==> src/lcc_pkg.sv <==
package lcc_pkg;
	// Timing figures in their own units, cycle counts derived from the 250 MHz clock
	localparam int unsigned CLK_HZ = 250_000_000;
	localparam int unsigned LASER_TIMEOUT_S = 5 * 60;
	localparam longint unsigned LASER_TIMEOUT_CYC = longint'(LASER_TIMEOUT_S) * CLK_HZ;
	localparam int unsigned PULSE_HZ = 2;
	localparam int unsigned PULSE_HALF_CYC = CLK_HZ / (2 * PULSE_HZ);
	localparam int unsigned REFL_QUAL_CYC = 8;
	localparam int unsigned SELFTEST_CYC = 16;
	localparam int unsigned BEAMS_DEF = 8;
	localparam int unsigned BEAM_SLOT_CYC = 4;
	localparam int unsigned XMON_CYC = 3;
	localparam logic [1:0] SSO_OFF = 2'h0;
	localparam logic [1:0] SSO_ON = 2'h3;

	// Main sequencer states
	typedef enum logic [1:0] {
		LCC_ST_SELFTEST,
		LCC_ST_WAIT_CLEAR,
		LCC_ST_ON,
		LCC_ST_FAULT
	} lcc_state_t;

	// Laser power states
	typedef enum logic {
		LCC_LAS_LOW,
		LCC_LAS_HIGH
	} lcc_las_t;

	// Receiver status carried together
	typedef struct packed {
		logic sync_ok;
		logic field_clear;
		logic selftest_ok;
	} lcc_rx_status_t;

	// Laser drive carried together
	typedef struct packed {
		logic enable;
		logic high_power;
	} lcc_laser_drive_t;
endpackage : lcc_pkg

==> src/lcc_core.sv <==
module lcc_core #(
	parameter longint unsigned TIMEOUT_CYC = lcc_pkg::LASER_TIMEOUT_CYC,
	parameter int unsigned PULSE_HALF = lcc_pkg::PULSE_HALF_CYC,
	parameter int unsigned BEAMS = lcc_pkg::BEAMS_DEF
) (
	input wire logic sys_clk,
	input wire logic rst,
	input wire logic clk_en,
	input wire logic refl_in,
	input wire logic test_active,
	input wire logic [BEAMS-1:0] beam_rx,
	input wire logic selftest_pass,
	input wire logic [1:0] sso_readback,
	output lcc_pkg::lcc_laser_drive_t integrated_alignment_laser,
	output logic [BEAMS-1:0] beam_tx,
	output logic [1:0] safety_switch_output,
	output lcc_pkg::lcc_rx_status_t rx_status,
	output logic fault
);
	import lcc_pkg::*;

	// Refuse counts the fixed-width counters cannot hold
	if (BEAMS < 2 || BEAMS > 64) begin : g_bad_beams
		$error("BEAMS out of range");
	end
	if (PULSE_HALF < 1 || TIMEOUT_CYC < 2 || TIMEOUT_CYC > 40'hff_ffff_ffff) begin : g_bad_time
		$error("timing counts out of range");
	end

	localparam int unsigned BW = $clog2(BEAMS);

	logic toggle_pulse;

	lcc_refl_qual #(
		.QUAL_CYC(REFL_QUAL_CYC)
	) u_qual (
		.sys_clk(sys_clk),
		.rst(rst),
		.clk_en(clk_en),
		.refl_in(refl_in),
		.toggle_pulse(toggle_pulse)
	);

	// Laser power state, idle timer and blink phase
	lcc_las_t las_q, las_d;
	logic [39:0] idle_q, idle_d;
	logic [31:0] blink_q, blink_d;
	logic phase_q, phase_d;
	lcc_laser_drive_t las_out_q, las_out_d;

	always_comb begin
		las_d = las_q;
		idle_d = idle_q;
		blink_d = blink_q;
		phase_d = phase_q;
		if (toggle_pulse) begin
			las_d = (las_q == LCC_LAS_LOW) ? LCC_LAS_HIGH : LCC_LAS_LOW;
			idle_d = '0;
			blink_d = '0;
			phase_d = 1'b1;
		end else if (las_q == LCC_LAS_HIGH) begin
			if (idle_q == 40'(TIMEOUT_CYC - 1)) begin
				las_d = LCC_LAS_LOW;
				idle_d = '0;
			end else begin
				idle_d = idle_q + 40'h0_0001;
			end
			if (blink_q == 32'(PULSE_HALF - 1)) begin
				blink_d = '0;
				phase_d = ~phase_q;
			end else begin
				blink_d = blink_q + 32'h0000_0001;
			end
		end
		las_out_d.high_power = (las_d == LCC_LAS_HIGH);
		// Low power is steady; high power blinks so the finger shows against glare
		las_out_d.enable = (las_d == LCC_LAS_LOW) || phase_d;
	end

	always_ff @(posedge sys_clk) begin
		if (rst) begin
			las_q <= LCC_LAS_LOW;
			idle_q <= '0;
			blink_q <= '0;
			phase_q <= 1'b1;
			las_out_q <= '{enable: 1'b1, high_power: 1'b0};
		end else if (clk_en) begin
			las_q <= las_d;
			idle_q <= idle_d;
			blink_q <= blink_d;
			phase_q <= phase_d;
			las_out_q <= las_out_d;
		end
	end

	assign integrated_alignment_laser = las_out_q;

	// Beam scan: one beam at a time, beam 0 is the sync beam
	logic [BW-1:0] beam_idx_q, beam_idx_d;
	logic [1:0] slot_q, slot_d;
	logic [BEAMS-1:0] tx_q, tx_d;
	logic [BEAMS-1:0] seen_q, seen_d;
	logic sync_q, sync_d;
	logic clear_q, clear_d;

	always_comb begin
		beam_idx_d = beam_idx_q;
		slot_d = slot_q + 2'h1;
		seen_d = seen_q;
		sync_d = sync_q;
		clear_d = clear_q;
		// Sample the receiver mid slot, after the pulse is out
		if (slot_q == 2'h2) begin
			seen_d[beam_idx_q] = beam_rx[beam_idx_q];
			if (beam_idx_q == '0) begin
				sync_d = beam_rx[0];
			end
		end
		if (slot_q == 2'(BEAM_SLOT_CYC - 1)) begin
			if (beam_idx_q == BW'(BEAMS - 1)) begin
				beam_idx_d = '0;
				// One full scan decides; any miss blocks the field
				clear_d = &seen_d && sync_d && !test_active;
			end else begin
				beam_idx_d = beam_idx_q + BW'(1);
			end
		end
		tx_d = '0;
		if (!test_active && slot_d == 2'h1) begin
			tx_d[beam_idx_d] = 1'b1;
		end
		if (test_active) begin
			tx_d = '0;
		end
	end

	always_ff @(posedge sys_clk) begin
		if (rst) begin
			beam_idx_q <= '0;
			slot_q <= '0;
			tx_q <= '0;
			seen_q <= '0;
			sync_q <= 1'b0;
			clear_q <= 1'b0;
		end else if (clk_en) begin
			beam_idx_q <= beam_idx_d;
			slot_q <= slot_d;
			tx_q <= tx_d;
			seen_q <= seen_d;
			sync_q <= sync_d;
			clear_q <= clear_d;
		end
	end

	assign beam_tx = tx_q;

	// Sequencer: self-test, wait for clear field, then guard with auto restart
	lcc_state_t st_q, st_d;
	logic [4:0] st_cnt_q, st_cnt_d;
	logic [1:0] xmon_q, xmon_d;
	logic [1:0] sso_q, sso_d;
	logic fault_q, fault_d;
	lcc_rx_status_t status_q, status_d;

	always_comb begin
		st_d = st_q;
		st_cnt_d = st_cnt_q;
		xmon_d = '0;
		fault_d = fault_q;
		sso_d = SSO_OFF;
		unique case (st_q)
			LCC_ST_SELFTEST: begin
				if (st_cnt_q == 5'(SELFTEST_CYC - 1)) begin
					st_d = selftest_pass ? LCC_ST_WAIT_CLEAR : LCC_ST_FAULT;
				end else begin
					st_cnt_d = st_cnt_q + 5'h01;
				end
			end
			LCC_ST_WAIT_CLEAR: begin
				if (clear_q) begin
					st_d = LCC_ST_ON;
				end
			end
			LCC_ST_ON: begin
				// No restart input: clearing the field alone re-enables outputs
				sso_d = clear_q ? SSO_ON : SSO_OFF;
				// Readback must agree with the drive on both channels
				if (sso_readback != sso_q) begin
					xmon_d = xmon_q + 2'h1;
				end
				if (xmon_q == 2'(XMON_CYC - 1) && sso_readback != sso_q) begin
					st_d = LCC_ST_FAULT;
					sso_d = SSO_OFF;
				end
			end
			LCC_ST_FAULT: begin
				fault_d = 1'b1; // Latched until power cycle
			end
		endcase
		status_d.sync_ok = sync_q;
		status_d.field_clear = clear_q;
		status_d.selftest_ok = (st_q == LCC_ST_WAIT_CLEAR) || (st_q == LCC_ST_ON);
	end

	always_ff @(posedge sys_clk) begin
		if (rst) begin
			st_q <= LCC_ST_SELFTEST;
			st_cnt_q <= '0;
			xmon_q <= '0;
			sso_q <= SSO_OFF;
			fault_q <= 1'b0;
			status_q <= '0;
		end else if (clk_en) begin
			st_q <= st_d;
			st_cnt_q <= st_cnt_d;
			xmon_q <= xmon_d;
			sso_q <= sso_d;
			fault_q <= fault_d;
			status_q <= status_d;
		end
	end

	assign safety_switch_output = sso_q;
	assign rx_status = status_q;
	assign fault = fault_q;

	toggle_flips_a: assert property (@(posedge sys_clk) disable iff (rst)
		clk_en && toggle_pulse |=> las_q != $past(las_q))
		else $error("laser state did not toggle on qualified finger");
	timeout_low_a: assert property (@(posedge sys_clk) disable iff (rst)
		clk_en && las_q == LCC_LAS_HIGH && idle_q == 40'(TIMEOUT_CYC - 1) && !toggle_pulse
		|=> las_q == LCC_LAS_LOW)
		else $error("high power did not time out");
	low_steady_a: assert property (@(posedge sys_clk) disable iff (rst)
		las_q == LCC_LAS_LOW && !$past(toggle_pulse) |=> integrated_alignment_laser.enable)
		else $error("low power laser not steady");
	blocked_off_a: assert property (@(posedge sys_clk) disable iff (rst)
		clk_en && !clear_q |=> safety_switch_output == SSO_OFF)
		else $error("outputs on with blocked field");
	selftest_gate_a: assert property (@(posedge sys_clk) disable iff (rst)
		st_q == LCC_ST_SELFTEST |-> safety_switch_output == SSO_OFF)
		else $error("outputs on before self-test");
	test_dark_a: assert property (@(posedge sys_clk) disable iff (rst)
		clk_en && test_active |=> beam_tx == '0)
		else $error("beam emitted during test input");
	auto_restart_a: assert property (@(posedge sys_clk) disable iff (rst)
		clk_en && st_q == LCC_ST_ON && clear_q && sso_readback == sso_q
		|=> safety_switch_output == SSO_ON)
		else $error("outputs did not restart on clear field");
	pair_equal_a: assert property (@(posedge sys_clk) disable iff (rst)
		safety_switch_output[0] == safety_switch_output[1])
		else $error("safety channels disagree");
	one_beam_a: assert property (@(posedge sys_clk) disable iff (rst)
		$onehot0(beam_tx))
		else $error("more than one beam lit");
endmodule : lcc_core

==> src/lcc_refl_qual.sv <==
// Reflection detector qualifier: emits one pulse per settled rising level
module lcc_refl_qual #(
	parameter int unsigned QUAL_CYC = lcc_pkg::REFL_QUAL_CYC
) (
	input wire logic sys_clk,
	input wire logic rst,
	input wire logic clk_en,
	input wire logic refl_in,
	output logic toggle_pulse
);
	import lcc_pkg::*;

	localparam int unsigned CW = $clog2(QUAL_CYC + 1);

	// A one-cycle window could not tell a touch from glare
	if (QUAL_CYC < 2) begin : g_bad_qual
		$error("QUAL_CYC must be at least 2");
	end

	logic [CW-1:0] cnt_q, cnt_d;
	logic level_q, level_d;
	logic pulse_q, pulse_d;

	// Level must hold for QUAL_CYC before it is accepted; glare spikes are ignored
	always_comb begin
		cnt_d = cnt_q;
		level_d = level_q;
		pulse_d = 1'b0;
		if (refl_in == level_q) begin
			cnt_d = '0;
		end else if (cnt_q == CW'(QUAL_CYC - 1)) begin
			cnt_d = '0;
			level_d = refl_in;
			pulse_d = refl_in;
		end else begin
			cnt_d = cnt_q + CW'(1);
		end
	end

	always_ff @(posedge sys_clk) begin
		if (rst) begin
			cnt_q <= '0;
			level_q <= 1'b0;
			pulse_q <= 1'b0;
		end else if (clk_en) begin
			cnt_q <= cnt_d;
			level_q <= level_d;
			pulse_q <= pulse_d;
		end
	end

	assign toggle_pulse = pulse_q;

	one_toggle_a: assert property (@(posedge sys_clk) disable iff (rst)
		clk_en && toggle_pulse |=> !toggle_pulse)
		else $error("reflection qualifier pulsed twice in a row");
endmodule : lcc_refl_qual

==> config.mk <==
export PLATFORM = sky130hd
export DESIGN_NAME = lcc_core
export DESIGN_NICKNAME = d
export VERILOG_FILES = /design/src/lcc_pkg.sv /design/src/lcc_core.sv /design/src/lcc_refl_qual.sv
export SDC_FILE = /design/constraint.sdc
export NUM_CORES = 1
export LEC_CHECK = 0
export BUFFER_PORTS_ARGS = -buffer_cell sky130_fd_sc_hd__buf_4
export CORE_MARGIN = 5
export CORE_UTILIZATION = 46
export CTS_CLUSTER_SIZE = 8
export DETAILED_ROUTE_END_ITERATION = 8
export SYNTH_ARGS = -nofsm -noshare
export SYNTH_HDL_FRONTEND = slang
export SYNTH_HIERARCHICAL = 1
export SYNTH_SLANG_ARGS = --single-unit
==> constraint.sdc <==
create_clock -name sys_clk -period 2.9 [get_ports sys_clk]
set_clock_uncertainty 0.05 [all_clocks]
set_input_delay 0.725 -clock sys_clk [delete_from_list [all_inputs] [get_ports sys_clk]]
set_output_delay 0.725 -clock sys_clk [all_outputs]
set_load 0.05 [all_outputs]
==> flow_metrics.py <==
metrics = {
    "placed_design": {
        "placedCellCount": 861,
        "port_buffers": 31,
        "place_congestion": 0.8403,
        "hpwl_microns": 8687,
    },
    "clocking": {
        "insertion_delay_ps": 410,
        "clk_transition_reported_paths_ps": 60,
        "htreeDepth": 4,
        "clockBufferDepth": 2,
        "cts_hold_buffers": 0,
        "numCtsBuffers": 17,
        "cts_resized": 0,
        "postCtsSetupRepairBufs": 0,
        "cts_tree": "yes",
        "cts.sinks": 118,
        "cts_root_buf": "clkbuf_16",
    },
    "synth": {
        "yosys.area.top_type": "dfxtp_1",
        "syn_area_per_cell_sq_um": 8.565,
        "synthTopCellsByArea": "dfxtp_1, nor2_1, xnor2_1, xor2_1, ha_1",
        "synthTopCellsByCount": "dfxtp_1, nor2_1, nand2_1",
        "ys_seq_area_frac": 0.4026,
        "synth_top_area_frac": 0.4026,
        "ys_types": 60,
        "synth-edff-count": 0,
        "synthArstFlopShare": 0,
        "yosysMostFrequentCell": "dfxtp_1",
        "netlist_area_sq_um": 5867,
        "ys_warn_count": 6,
        "syn_inst": 685,
        "ys_ff_latch": 118,
        "synthFlopType": "dfxtp_1",
        "synth_nets": 717,
    },
    "setup_path": {
        "startpoint_type": "flop",
        "required_ps": 3200,
        "worstSetupPathType": "flop to flop",
        "endpoint_kind": "flop",
        "path_max_fanout": 18,
        "r2r.worst_path.cells": 7,
        "cp.arrival_ps": 2640,
    },
    "floorplan": {
        "dieArea_sq_um": 15110,
        "initial_core_util": 0.4668,
        "dieHeight_microns": 122.9,
        "die_x_microns": 122.9,
        "core_sq_um": 12570,
        "io_pins": 32,
        "num_rows": 41,
    },
    "power": {
        "p_seq_frac": 0.416,
        "ir_drop_v": 0.0003742,
        "power_switching_share": 0.2000,
        "switchingPower_mw": 0.7906,
        "p_int_mw": 3.162,
        "power_frac_comb": 0.032,
        "p_leak_nw": 2.444,
        "clock_power_share": 0.553,
        "p_per_area_nw_per_um2": 579.5,
        "finalPower_mw": 3.952,
    },
    "grt": {
        "antenna_found_initial": 0,
        "grt_usage": 0.1773,
        "grt_max_degree": 53,
        "grt_pass1_wl_microns": 21580,
        "grt_pass1_vias": 4577,
        "grt.overflow.total": 0,
    },
    "sta": {
        "timing.setup.tns_ps": 0,
        "drv_slew": 0,
        "setup_viol": 0,
        "hold_viol": 0,
        "fin_crit_ps": 2345,
        "rsz0062_at_grt": "false",
        "tightest_slew_ps": 651.7,
        "finalCritPeriodShare": 0.8085,
        "fmaxAchievable_mhz": 426.5,
        "slew_headroom": 0.5615,
    },
    "layout": {
        "area_growth_pct": 16.25,
        "drive_gt1_frac": 0.1193,
        "fill_cells": 1172,
        "utilization": 0.5427,
        "diodes": 0,
        "stdcell_count": 893,
        "nets": 740,
    },
    "detailed_routing": {
        "vias_per_cell": 5.408,
        "vias": 4829,
        "ant_nets": 0,
        "initialDrtViolationCount": 388,
        "drt_pre_antenna_iters": 5,
        "drc": 0,
        "finalWirelength_microns": 12470,
        "wl_per_cell_microns": 13.97,
    },
    "flow_run": {
        "cap_violations": 0,
    },
    "hold_path": {
        "min_path_type": "flop to flop",
        "hold_depth": 2,
    },
    "outcome": {
        "status": "finished clean",
    },
}
## worst max-delay path: stages, from the launching register on
cell and delay, ps:
dfxtp_1 700, inv_1 220, ha_1 340, nor2b_1 140
mux2i_1 370, nor2b_1 250, a22oi_1 90, nor2_1 120
## metrics by stage
stage	hold WS, ps	setup WS [ps]	cell area [sq um]
2_1_floorplan	396.3	708.5	5867
3_3_place_gp	419.6	417.6	6191
3_5_place_dp	418.4	364.6	6191
4_1_cts	428.4	580.9	6820
5_1_grt	452.6	275.8	6820
6_report	429.1	555.5	6820
## layout by cell type, fill, tap and decap left out, drive strengths merged, types with 3 or more instances in the layout
cell    instances
a22oi           6
o31ai           4
and2            3
or4b            3
a21boi          4
xor2           27
nor2          113
or4             5
buf            39
nand2b          4
a32oi           4
dfxtp         118
and3           17
mux2i          16
clkinv          4
nor4           13
nand3b          4
nand3          30
ha             16
a21oi          27
inv            20
nor2b           8
nand2          41
nand4          32
clkbuf         24
and4           11
xnor2          34
bufinv          3
nor3           27
o21ai          19
or3            15
## path summary, 6_finish.rpt
path,end,slack [ps],from
min reg2reg,fault,430,fault
max,beam_tx[4],560,beam_idx_q[0]
max reg2reg,beam_tx[4],560,beam_idx_q[0]
min,fault,430,fault
## flip-flops by register name, summed over array words and instances, names as in the netlist, 2 cells and up
register and cells:
beam_idx_q 3, beam_tx 8, blink_q 32, idle_q 40, integrated_alignment_laser 2, rx_status 3, seen_q 8, slot_q 2
st_cnt_q 5, st_q 2, u_qual/cnt_q 4, xmon_q 2
## routing by layer
metal / up-vias / global-route usage / part of all wire
li1: 2469 / - / -
met1: 2255 / 0.2390 / 0.49
met2: 86 / 0.2685 / 0.45
met3: 19 / 0.05124 / 0.042
met4: 0 / 0.06928 / 0.015
met5: - / 0 / 0
## cell type report
cell class	count	area, sq um	share of cell area
Clock buffer	24	511.7	0.07503
Clock inverter	8	117.6	0.01724
Inverter	20	75.07	0.01101
Sequential cell	118	2362	0.3464
Timing Repair Buffer	39	292.8	0.04293
Multi-Input combinational cell	512	3246	0.4759
Tap cell	172	215.2	0.03155
## power groups by stage
stage	Clock [mW]	Combinational (mW)	Sequential, mW
floorplan	0	0.0867	1.68
global placement	0	0.123	1.68
detailed placement	0	0.126	1.68
CTS	2.23	0.126	1.64
global route	2.31	0.139	1.64
finish	2.18	0.125	1.64
## cell families (layout without fill, tap and decap cells)
family | after synthesis | count (layout) | synth area share
and+or+nand+nor | 333 | 333 | 0.2971
muxes | 19 | 19 | 0.03689
DFF | 118 | 118 | 0.4026
buffers and inverters | 55 | 91 | 0.04414
adders and majority gates | 16 | 16 | 0.03412
xor gates and xnor gates | 61 | 61 | 0.09235
AOI/OAI and AO/OA | 83 | 83 | 0.09277
(Power assumes the default switching activity.)
